$ cat config.mk
export PLATFORM = sky130hd
export DESIGN_NAME = pulse_chop_float_sequencer
export DESIGN_NICKNAME = d
export VERILOG_FILES = /design/src/pulse_chop_pkg.sv /design/src/pulse_chop_float_sequencer.sv
export VERILOG_INCLUDE_DIRS = /design/src
export SDC_FILE = /design/constraint.sdc
export NUM_CORES = 1
export LEC_CHECK = 0
export ABC_CLOCK_PERIOD_IN_PS = 5200
export BUFFER_PORTS_ARGS = -buffer_cell sky130_fd_sc_hd__buf_2
export CAP_MARGIN = 30
export CORE_AREA = 2 2 199 201
export DETAILED_ROUTE_END_ITERATION = 12
export DIE_AREA = 0 0 201 203
export PLACE_DENSITY = 0.72
export SLEW_MARGIN = 20
export SYNTH_ARGS = -nofsm -noshare
export SYNTH_HDL_FRONTEND = slang
export SYNTH_SLANG_ARGS = --single-unit
$ cat constraint.sdc
create_clock -name clk_sys -period 5.2 [get_ports clk_sys]
set_input_delay 0.26 -clock clk_sys [delete_from_list [all_inputs] [get_ports clk_sys]]
set_output_delay 0.26 -clock clk_sys [all_outputs]
set_load 0.005 [all_outputs]
$ cat src/pulse_chop_regs.svh
`ifndef PULSE_CHOP_REGS_SVH
`define PULSE_CHOP_REGS_SVH

// Register indices; the byte address on the bus is four times the index.
`define SLOT_STRIDE_IDX    10'h020
`define CFG_A_IDX          10'h108
`define CHOP_A_IDX         10'h10D
`define TRIM_A_IDX         10'h10E
`define CTRL_IDX           10'h0F0
`define STAT_IDX           10'h0F1
`define RESULT_IDX         10'h0F2

// Configuration register fields.
`define CFG_MOD_LSB        0
`define CFG_MOD_MSB        1
`define CFG_BIAS_BIT       2
`define CFG_COUNT_LSB      8
`define CFG_COUNT_MSB      15
`define CFG_RESET          16'h0200

// Chop pattern register fields.
`define CHOP_SUB_LSB       0
`define CHOP_SUB_MSB       3
`define CHOP_FLIP_LSB      4
`define CHOP_FLIP_MSB      7
`define CHOP_RESET         16'h0000
`define TRIM_RESET         16'h0000

// Control register fields.
`define CTRL_START_BIT     0
`define CTRL_SLOT_LSB      1
`define CTRL_SLOT_MSB      2

`define MIDSCALE_CODES     32'h0000_0800
`define GROUP_SIZE         4

// Phase times in ns and the cycle counts derived from them.
`define CLK_PERIOD_NS      4
`define PRECON_TIME_NS     4000
`define FLOAT_TIME_NS      2000
`define INTEG_PHASE_NS     1000
`define PRECON_CYCLES      ((`PRECON_TIME_NS + `CLK_PERIOD_NS - 1) / `CLK_PERIOD_NS)
`define FLOAT_CYCLES       ((`FLOAT_TIME_NS + `CLK_PERIOD_NS - 1) / `CLK_PERIOD_NS)
`define INTEG_CYCLES       ((`INTEG_PHASE_NS + `CLK_PERIOD_NS - 1) / `CLK_PERIOD_NS)

`endif

$ cat src/pulse_chop_pkg.sv
package pulse_chop_pkg;

  typedef enum logic [1:0] {
    MOD_CONTINUOUS,
    MOD_FLOAT,
    MOD_NONFLOAT,
    MOD_SPARE
  } conn_mod_t;

  typedef enum {
    SEQ_IDLE,
    SEQ_PRECON,
    SEQ_GAP,
    SEQ_PHASE1,
    SEQ_PHASE2,
    SEQ_CONVERT,
    SEQ_WAIT
  } seq_state_t;

  typedef struct packed {
    logic        psel;
    logic        penable;
    logic        pwrite;
    logic [11:0] paddr;
    logic [31:0] pwdata;
  } apb_req_t;

  typedef struct packed {
    logic        pready;
    logic        pslverr;
    logic [31:0] prdata;
  } apb_rsp_t;

  typedef struct packed {
    logic tiaConnect;
    logic inputTiePrecon;
    logic bpfBypass;
    logic integPos;
    logic integNeg;
    logic convStart;
  } afe_ctrl_t;

  typedef struct packed {
    logic        valid;
    logic [15:0] data;
  } adc_sample_t;

endpackage

$ cat src/pulse_chop_float_sequencer.sv
`timescale 1ns/1ps
`include "pulse_chop_regs.svh"
module pulse_chop_float_sequencer #(
  parameter int NUM_SLOTS = 3
) (
  input  wire logic                        clk_sys,
  input  wire logic                        rstn,
  input  wire pulse_chop_pkg::apb_req_t    apbReq,
  output      pulse_chop_pkg::apb_rsp_t    apbRsp,
  input  wire pulse_chop_pkg::adc_sample_t adcIn,
  output      pulse_chop_pkg::afe_ctrl_t   afeCtrl,
  output      logic                        busy,
  output      logic                        sampleDone
);
  import pulse_chop_pkg::*;

  localparam int CW = 12;

  typedef struct packed {
    logic [NUM_SLOTS-1:0][15:0] cfgReg;
    logic [NUM_SLOTS-1:0][15:0] chopReg;
    logic [NUM_SLOTS-1:0][15:0] trimReg;
    apb_rsp_t                   rsp;
    seq_state_t                 state;
    logic [1:0]                 slot;
    logic [CW-1:0]              timer;
    logic [7:0]                 pulseIdx;
    logic [7:0]                 pulseTotal;
    logic signed [31:0]         acc;
    logic [31:0]                result;
    logic                       busy;
    logic                       done;
    afe_ctrl_t                  afe;
  } state_t;

  state_t cur_reg;
  state_t cur_next;

  logic [9:0]  regIdx;
  logic [31:0] readData;
  logic        hit;
  logic [15:0] slotCfg;
  logic [15:0] slotChop;
  conn_mod_t   modSel;
  logic [1:0]  pos;
  logic        flipNow;
  logic        subNow;
  logic [7:0]  reqCount;

  assign regIdx   = apbReq.paddr[11:2];
  assign slotCfg  = cur_reg.cfgReg[cur_reg.slot];
  assign slotChop = cur_reg.chopReg[cur_reg.slot];
  assign modSel   = conn_mod_t'(slotCfg[`CFG_MOD_MSB:`CFG_MOD_LSB]);
  // Only the low two bits of the pulse index pick the pattern bit, so the
  // four-bit pattern is reused for every group of four pulses.
  assign pos      = cur_reg.pulseIdx[1:0];
  assign flipNow  = slotChop[`CHOP_FLIP_LSB + pos];
  assign subNow   = slotChop[`CHOP_SUB_LSB + pos];

  // Read multiplexer and address decode.
  always_comb begin
    readData = 32'h0000_0000;
    hit      = 1'b0;
    for (int s = 0; s < NUM_SLOTS; s++) begin
      if (regIdx == 10'(`CFG_A_IDX + s * `SLOT_STRIDE_IDX)) begin
        readData = {16'h0000, cur_reg.cfgReg[s]};
        hit      = 1'b1;
      end
      if (regIdx == 10'(`CHOP_A_IDX + s * `SLOT_STRIDE_IDX)) begin
        readData = {16'h0000, cur_reg.chopReg[s]};
        hit      = 1'b1;
      end
      if (regIdx == 10'(`TRIM_A_IDX + s * `SLOT_STRIDE_IDX)) begin
        readData = {16'h0000, cur_reg.trimReg[s]};
        hit      = 1'b1;
      end
    end
    if (regIdx == `CTRL_IDX) begin
      readData = {29'h0000_0000, cur_reg.slot, 1'b0};
      hit      = 1'b1;
    end
    if (regIdx == `STAT_IDX) begin
      readData = {16'h0000, cur_reg.pulseIdx, 6'h00, cur_reg.done, cur_reg.busy};
      hit      = 1'b1;
    end
    if (regIdx == `RESULT_IDX) begin
      readData = cur_reg.result;
      hit      = 1'b1;
    end
  end

  // Pulse count requested for the chosen slot. With a flip pattern in use the
  // block is chopping, so an odd count is made even, up by one or 255 down to 254, to keep polarities paired.
  always_comb begin
    reqCount = cur_reg.cfgReg[apbReq.pwdata[`CTRL_SLOT_MSB:`CTRL_SLOT_LSB]]
               [`CFG_COUNT_MSB:`CFG_COUNT_LSB];
    if (reqCount == 8'h00) begin
      reqCount = 8'h01;
    end
    if (cur_reg.chopReg[apbReq.pwdata[`CTRL_SLOT_MSB:`CTRL_SLOT_LSB]]
        [`CHOP_FLIP_MSB:`CHOP_FLIP_LSB] != 4'h0 && reqCount[0]) begin
      reqCount = (reqCount == 8'hFF) ? 8'hFE : 8'(reqCount + 8'h01);
    end
  end

  always_comb begin
    cur_next = cur_reg;

    // APB slave: answer one cycle after the setup phase.
    cur_next.rsp.pready = 1'b0;
    if (apbReq.psel && !apbReq.penable) begin
      cur_next.rsp.pready  = 1'b1;
      cur_next.rsp.pslverr = !hit;
      cur_next.rsp.prdata  = apbReq.pwrite ? 32'h0000_0000 : readData;
    end
    if (apbReq.psel && apbReq.penable && cur_reg.rsp.pready && apbReq.pwrite) begin
      for (int s = 0; s < NUM_SLOTS; s++) begin
        if (regIdx == 10'(`CFG_A_IDX + s * `SLOT_STRIDE_IDX)) begin
          cur_next.cfgReg[s] = apbReq.pwdata[15:0];
        end
        if (regIdx == 10'(`CHOP_A_IDX + s * `SLOT_STRIDE_IDX)) begin
          cur_next.chopReg[s] = apbReq.pwdata[15:0];
        end
        // The offset trims are stored as written; in chop mode software
        // keeps them at zero since the add/subtract already cancels offsets.
        if (regIdx == 10'(`TRIM_A_IDX + s * `SLOT_STRIDE_IDX)) begin
          cur_next.trimReg[s] = apbReq.pwdata[15:0];
        end
      end
      if (regIdx == `CTRL_IDX && apbReq.pwdata[`CTRL_START_BIT] && !cur_reg.busy &&
          32'(apbReq.pwdata[`CTRL_SLOT_MSB:`CTRL_SLOT_LSB]) < NUM_SLOTS) begin
        cur_next.slot       = apbReq.pwdata[`CTRL_SLOT_MSB:`CTRL_SLOT_LSB];
        cur_next.state      = SEQ_PRECON;
        cur_next.timer      = CW'(`PRECON_CYCLES - 1);
        cur_next.pulseIdx   = 8'h00;
        cur_next.pulseTotal = reqCount;
        cur_next.acc        = 32'sh0000_0000;
        cur_next.busy       = 1'b1;
        cur_next.done       = 1'b0;
      end
    end

    // Pulse sequencer.
    case (cur_reg.state)
      SEQ_IDLE: begin
      end
      SEQ_PRECON: begin
        if (cur_reg.timer == '0) begin
          cur_next.state = SEQ_GAP;
          cur_next.timer = CW'(`FLOAT_CYCLES - 1);
        end else begin
          cur_next.timer = cur_reg.timer - 1'b1;
        end
      end
      SEQ_GAP: begin
        if (cur_reg.timer == '0) begin
          cur_next.state = SEQ_PHASE1;
          cur_next.timer = CW'(`INTEG_CYCLES - 1);
        end else begin
          cur_next.timer = cur_reg.timer - 1'b1;
        end
      end
      SEQ_PHASE1: begin
        if (cur_reg.timer == '0) begin
          cur_next.state = SEQ_PHASE2;
          cur_next.timer = CW'(`INTEG_CYCLES - 1);
        end else begin
          cur_next.timer = cur_reg.timer - 1'b1;
        end
      end
      SEQ_PHASE2: begin
        if (cur_reg.timer == '0) begin
          cur_next.state = SEQ_CONVERT;
        end else begin
          cur_next.timer = cur_reg.timer - 1'b1;
        end
      end
      SEQ_CONVERT: begin
        cur_next.state = SEQ_WAIT;
      end
      SEQ_WAIT: begin
        if (adcIn.valid) begin
          // Inverted sequences carry a set subtract bit and are taken away.
          if (subNow) begin
            cur_next.acc = cur_reg.acc - 32'(signed'(adcIn.data));
          end else begin
            cur_next.acc = cur_reg.acc + 32'(signed'(adcIn.data));
          end
          cur_next.pulseIdx = cur_reg.pulseIdx + 8'h01;
          if (cur_reg.pulseIdx + 8'h01 == cur_reg.pulseTotal) begin
            cur_next.state  = SEQ_IDLE;
            cur_next.busy   = 1'b0;
            cur_next.done   = 1'b1;
            cur_next.result = 32'(cur_next.acc) +
                              (slotCfg[`CFG_BIAS_BIT] ? `MIDSCALE_CODES : 32'h0000_0000);
          end else begin
            cur_next.state = SEQ_GAP;
            cur_next.timer = CW'(`FLOAT_CYCLES - 1);
          end
        end
      end
      default: begin
        cur_next.state = SEQ_IDLE;
        cur_next.busy  = 1'b0;
      end
    endcase

    // Analog switch controls, decoded from the next state so they leave flops.
    cur_next.afe = '0;
    cur_next.afe.convStart = (cur_next.state == SEQ_CONVERT);
    if (cur_next.state != SEQ_IDLE) begin
      // Filter is bypassed in float mode; its output cannot be aligned there.
      cur_next.afe.bpfBypass = (modSel == MOD_FLOAT);
      if (cur_next.state == SEQ_PHASE1) begin
        cur_next.afe.integPos = !flipNow;
        cur_next.afe.integNeg = flipNow;
      end
      if (cur_next.state == SEQ_PHASE2) begin
        cur_next.afe.integPos = flipNow;
        cur_next.afe.integNeg = !flipNow;
      end
      case (modSel)
        MOD_CONTINUOUS: begin
          cur_next.afe.tiaConnect     = (cur_next.state != SEQ_PRECON);
          cur_next.afe.inputTiePrecon = (cur_next.state == SEQ_PRECON);
        end
        MOD_FLOAT: begin
          // Precondition, float through the gap and positive phase, and
          // connect only for the negative phase (phase 1 when the flip bit is set) so all charge lands there.
          cur_next.afe.inputTiePrecon = (cur_next.state == SEQ_PRECON);
          cur_next.afe.tiaConnect     = cur_next.afe.integNeg;
        end
        MOD_NONFLOAT: begin
          cur_next.afe.tiaConnect     = cur_next.afe.integNeg;
          cur_next.afe.inputTiePrecon = !cur_next.afe.integNeg;
        end
        default: begin
          cur_next.afe.inputTiePrecon = 1'b1;
        end
      endcase
    end
  end

  always_ff @(posedge clk_sys or negedge rstn) begin
    if (!rstn) begin
      cur_reg            <= '0;
      cur_reg.cfgReg     <= {NUM_SLOTS{`CFG_RESET}};
      cur_reg.chopReg    <= {NUM_SLOTS{`CHOP_RESET}};
      cur_reg.trimReg    <= {NUM_SLOTS{`TRIM_RESET}};
      cur_reg.state      <= SEQ_IDLE;
    end else begin
      cur_reg <= cur_next;
    end
  end

  assign apbRsp     = cur_reg.rsp;
  assign afeCtrl    = cur_reg.afe;
  assign busy       = cur_reg.busy;
  assign sampleDone = cur_reg.done;

endmodule

Yosys cells after proc, flatten, opt, wreduce, memory -nomap -nowiden

Cells that the tools add are included.

Register bits: 312
Output and inout bits: 42
Logic and storage cells: 174

$add $sub $neg: 7
$lt $le $gt $ge: 5
Equality and inequality tests: 27
Mux-type cells: 74
Reductions and logical operators: 34

Operators by type and width:

| cell                                                                     | number |
|---|---|
| 32-bit 2-to-1 mux                                                        | 19 |
| 32-bit case mux with 7 select lines                                      | 1 |
| 94-bit 2-to-1 mux                                                        | 2 |
| 16-bit binary-select mux with 2-bit select                               | 4 |
| 32-bit by 3-bit == test with 1-bit output, second input constant         | 4 |
| 32-bit by 2-bit == test with 1-bit output, second input constant         | 3 |
| 10-bit by 9-bit == test with 1-bit output, second input constant         | 9 |
| 34-bit 2-to-1 mux                                                        | 2 |
| 66-bit 2-to-1 mux                                                        | 1 |
| 32-bit by 4-bit == test with 1-bit output, second input constant         | 2 |
| 16-bit 2-to-1 mux                                                        | 4 |
| 64-bit 2-to-1 mux                                                        | 1 |
| 12-bit 2-to-1 mux                                                        | 5 |
| 12-bit case mux with 4 select lines                                      | 1 |
| 8-bit 2-to-1 mux                                                         | 5 |
| 32-bit by 12-bit adder with 32-bit output                                | 1 |
| 32-bit by 16-bit adder with 32-bit output                                | 1 |
| 32-bit by 1-bit == test with 1-bit output, second input constant         | 1 |
| 32-bit logical NOT                                                       | 1 |
| 32-bit by 2-bit inequality test with 1-bit output, second input constant | 1 |
| 32-bit nonzero test                                                      | 1 |
| 32-bit by 16-bit subtractor with 32-bit output                           | 1 |
| 10-bit by 8-bit == test with 1-bit output, second input constant         | 3 |
| 20-bit 2-to-1 mux                                                        | 1 |
| other kinds (28)                                                         | 73 |

Logic depth before layout (Yosys ltp)

Word-level depth: 18
Mapped depth: 24
Mapped depth without buffers: 22

Least setup slack after synthesis

No wires, ideal clock.

Path kind: register to register
Start point: register cur_reg[101] (netlist name)
End point: register cur_reg[31] (netlist name)
Library setup time: 0.125 ns
Arrival time: 5.021 ns
Data required time: 5.075 ns
Slack: 0.054 ns
Cell stages (with the launch flop): 24
Buffers on the path: 2
Clock period less this slack: 5.146 ns
Cells stage by stage: dfrtp_1 > clkbuf_1 > mux4_2 > mux2i_1 > nor2_1 > a31oi_2 > clkbuf_1 > o31ai_1 > xor2_1 > ha_1 > a21oi_1 > nand2_1 > o21ai_1 > nand2_1 > a21o_1 > a21oi_1 > xnor2_1 > ha_1 > ha_1 > and2_1 > nor3b_4 > nand2_1 > xnor2_1 > mux2_2

Word-level cells in the longest chain between the ends: 8
Elaborated cells on any way between the ends: 11
Those cells by class: add/sub (1); mux (10)

RTL lines:

| item                                        | line                              | source |
|---|---|---|
| from (decl)                                 | pulse_chop_float_sequencer.sv:36  | `state_t cur_reg;` |
| from (signal assigned)                      | pulse_chop_float_sequencer.sv:252 | `cur_reg <= cur_next;` |
| 16-bit binary-select mux with 2-bit select  | pulse_chop_float_sequencer.sv:52  | `assign slotChop = cur_reg.chopReg[cur_reg.slot];` |
| 16-bit 2-to-1 mux (implied by the code)     | pulse_chop_float_sequencer.sv:52  |  |
| 1-bit binary-select mux with 2-bit select   | pulse_chop_float_sequencer.sv:58  | `` assign subNow = slotChop[`CHOP_SUB_LSB + pos]; `` |
| 1-bit 2-to-1 mux                            | pulse_chop_float_sequencer.sv:58  |  |
| 32-bit 2-to-1 mux                           | pulse_chop_float_sequencer.sv:184 | `if (subNow) begin` |
| 32-bit 2-to-1 mux                           | pulse_chop_float_sequencer.sv:182 | `if (adcIn.valid) begin` |
| 32-bit 2-to-1 mux                           | pulse_chop_float_sequencer.sv:144 | `case (cur_reg.state)` |
| 32-bit by 12-bit adder with 32-bit output * | pulse_chop_float_sequencer.sv:194 | `cur_next.result = 32'(cur_next.acc) +` |

Mark *: on every way between the ends. The rest lies on a longest branch, timed or not. The select of a mux whose other input is x is not followed.
A chain may end at the register's enable or synchronous reset.

Worst setup path in the final report

Start point: register cur_reg[81] (netlist name)
End point: register cur_reg[31] (netlist name)

Word-level cells in the longest chain between the ends: 6
Elaborated cells on any way between the ends: 9
Those cells by class: add/sub (2); eq/ne (1); mux (5); reduce/logical (1)

RTL lines:

| item                                      | line |
|---|---|
| 1-bit binary-select mux with 2-bit select | pulse_chop_float_sequencer.sv:58 |
| 1-bit 2-to-1 mux                          | pulse_chop_float_sequencer.sv:58 |
| 32-bit 2-to-1 mux                         | pulse_chop_float_sequencer.sv:184 |
| 32-bit 2-to-1 mux                         | pulse_chop_float_sequencer.sv:182 |
| 32-bit 2-to-1 mux                         | pulse_chop_float_sequencer.sv:144 |
| 32-bit by 12-bit adder with 32-bit output | pulse_chop_float_sequencer.sv:194 |

Parallel ways exist; a longest one is shown, timed or not. The select of a mux whose other input is x is not followed.

==> qor.yml <==
netlist.area_leader.share: 0.450
core-area_sq_um: 38500
status: "complete, no violations"
required_ns: 5.66
tightestPinTransition_ns: 0.944
clock-root-buffer: "clkbuf_16"
insertion_delay_ns: 0.59
die_y_um: 203
largest_register_ffs: 270
hpwl_um: 32100
synth_xor_area_frac: 0.0342
antenna_left: 0
crit_path_end_kind: "register"
switching_share: 0.227
cap_violations: 0
synthCells: 1657
grt_max_degree: 139
path_clk_slew_ns: 0.06
pwr-share-seq: 0.488
synth_cell_types: 92
synth.area.top_cells: "dfrtp_1 45%, mux2_2 10%, nand2_1 3.9%"
clk_path_buf_depth: 3
track_usage: 0.220
die_area_sq_um: 40800
synth_common_cells: "309 x dfrtp_1, 180 x nand2_1, 159 x mux2_2"
ctsHtreeMaxLevel: 1
synth_top_family_by_area: "compound AO/OA/AOI/OAI gates"
layout_min_cycle_time_ns: 4.89
gr-total-overflow: 0
intPower_mw: 3.88
initial_core_util: 0.447
worstHoldPathType: "input pin to register"
synth_seq_cells: 312
powerDensity_nw_per_um2: 256
via_count: 13600
cp_max_fo: 19
cts_tree: "done"
boundaryPins: 108
synth_fa_ha_area_frac: 0.0310
hold_viol: 0
drtIter0Drc: 1132
grt_pass1_wl_um: 72700
drtPass1Iterations: 7
switchingPower_mw: 1.14
startpoint_type: "register"
finalPower_mw: 5.02
pre_cts_slack_ns: 0.156
antennaDiodeCount: 0
finalSetupTns_ns: 0
nets: 1884
pwr-share-comb: 0.058
finalClockSkew_ns: 0.0321
synthMuxAreaShare: 0.133
antenna_found_initial: 0
fin_util: 0.510
fmax_ghz: 0.205
postSynth.asyncResetShare: 1.00
synth.most_common_cell: "dfrtp_1"
synth_top_area_cell: "dfrtp_1"
gp_congestion: 0.896
cts_buffers: 31
io_buffers: 89
grt_pass1_vias: 13600
post-route-drc-count: 0
syn_area_sq_um: 17200
die_w_um: 201
pwr-share-clk: 0.454
relSlewSlack: 0.369
wl_um: 45400
vias_per_cell: 5.87
p_leak_nw: 9.51
avgSynthCellArea_sq_um: 10.4
ys.flop_type: "dfrtp_1"
fin_crit_sh: 0.940
setup_slack_ns: 0.312
criticalPathCategory: "register to register"
setup_viol: 0
cp_data_arrival_time_ns: 5.35
yosysSeqAreaShare: 0.455
wl_per_cell_um: 19.6
synthToLayoutAreaGrowth_pct: 14.2
peakVddDrop_uv: 255
synth_compound_area_frac: 0.161
clock-sinks: 312
synth_edf_count: 0
drive_gt1_frac: 0.244
synth-simple-area-share: 0.143
num_rows: 72
yosys_warnings: 0
final-max-slew-violation-count: 0
==> area by class of cell <==
type	count	area (sq um)
clock inverter	10	140
tap	518	648
clock buffer	47	896
inverter	30	113
timing repair buffer	184	1260
multi-input combinational	1217	8760
fill	3372	18800
sequential	312	7810
==> through the flow <==
| stage | instance area [sq um] | instances | hold slack (ns) |
|---|---|---|---|
| after floorplan | 17300 | 1685 | -0.0356 |
| final | 19600 | 2318 | 0.0248 |
| after global placement | 18500 | 2253 | 0.338 |
| after global routing | 19600 | 2318 | 0.0297 |
| after CTS | 19500 | 2314 | 0.0121 |
| after detailed placement | 18500 | 2256 | 0.342 |
==> routing by layer <==
metal | vias to the layer above | routed length (um) | global-route usage
met1 | 6836 | 19800 | 0.292
met4 | 0 | 1650 | 0.0762
met2 | 393 | 21800 | 0.374
met5 | - | 0 | 0
li1 | 6287 | - | -
met3 | 95 | 2110 | 0.0252
==> power by group through the flow <==
stage	combinational [mW]	sequential (mW)	clock (mW)
2_1_floorplan	0.135	2.49	0
4_1_cts	0.290	2.45	2.31
3_5_place_dp	0.288	2.49	0
3_3_place_gp	0.281	2.49	0
5_1_grt	0.326	2.45	2.42
6_report	0.293	2.45	2.28
==> placed cells by master (no fill, tap or decap), types with 11 or more instances in the layout <==
cell type	n
dfrtp_1	308
nand2_1	179
mux2_2	159
nor2_1	90
buf_2	88
buf_4	86
a21oi_1	78
o21ai_0	77
a22o_1	44
ha_1	41
nand3_1	34
xnor2_1	34
mux2i_1	34
xor2_1	32
clkbuf_16	31
inv_1	30
conb_1	29
nor3_1	26
a21o_1	22
nand4_1	19
nor4_1	17
nand2b_1	16
a211oi_1	15
a222oi_1	14
and2_1	13
nor2b_1	13
o22ai_1	13
and3_1	12
or3_1	11
o31ai_1	11
o2111ai_1	11
==> logic make-up (layout without fill, tap and decap cells) <==
group / Yosys count / count (layout)
AND/OR/NAND/NOR: 487 / 487
AO/OA/AOI/OAI: 392 / 392
flip-flops: 312 / 312
multiplexers: 200 / 200
buffers and inverters: 156 / 271
XOR/XNOR: 67 / 67
adder cells (fa/ha/maj): 42 / 42
other: 1 / 29
==> what timing repair did <==
action / 4_1_cts / 5_1_grt
hold endpoints to repair: 95 / 0
buffers inserted: 0 / 1
endpoints found under the setup margin: 0 / 12
resized for setup: 0 / 5
hold buffers: 1 / 0
==> worst paths after layout <==
kind,endpoint,slack [ns],depth (start not counted),from
worst max-delay path,cur_reg[31],0.31,22,cur_reg[81]
worst min-delay path,cur_reg[255],0.02,2,apbReq[7]
worst max register to register,cur_reg[31],0.31,22,cur_reg[81]
worst min register to register,cur_reg[25],0.48,2,cur_reg[25]
max in group asynchronous,cur_reg[70],3.68,3,rstn
min in group asynchronous,cur_reg[244],0.26,2,rstn
==> critical path: stages, from the launching register on <==
cell and delay [ns]:
dfrtp_1 0.58, mux4_2 0.37, mux2i_1 0.17, nor2_1 0.08, a31oi_2 0.26, buf_12 0.19, nor2b_1 0.16, xnor2_1 0.18
ha_1 0.30, buf_4 0.15, nand2b_1 0.10, a21oi_1 0.07, buf_4 0.14, o21ai_2 0.23, nand2_1 0.12, buf_4 0.17
a311oi_2 0.33, nand4_2 0.14, buf_4 0.19, nor3b_4 0.32, nand2_1 0.11, xnor2_1 0.14, mux2_2 0.25
No activity file was read; power rests on OpenSTA's default activity.
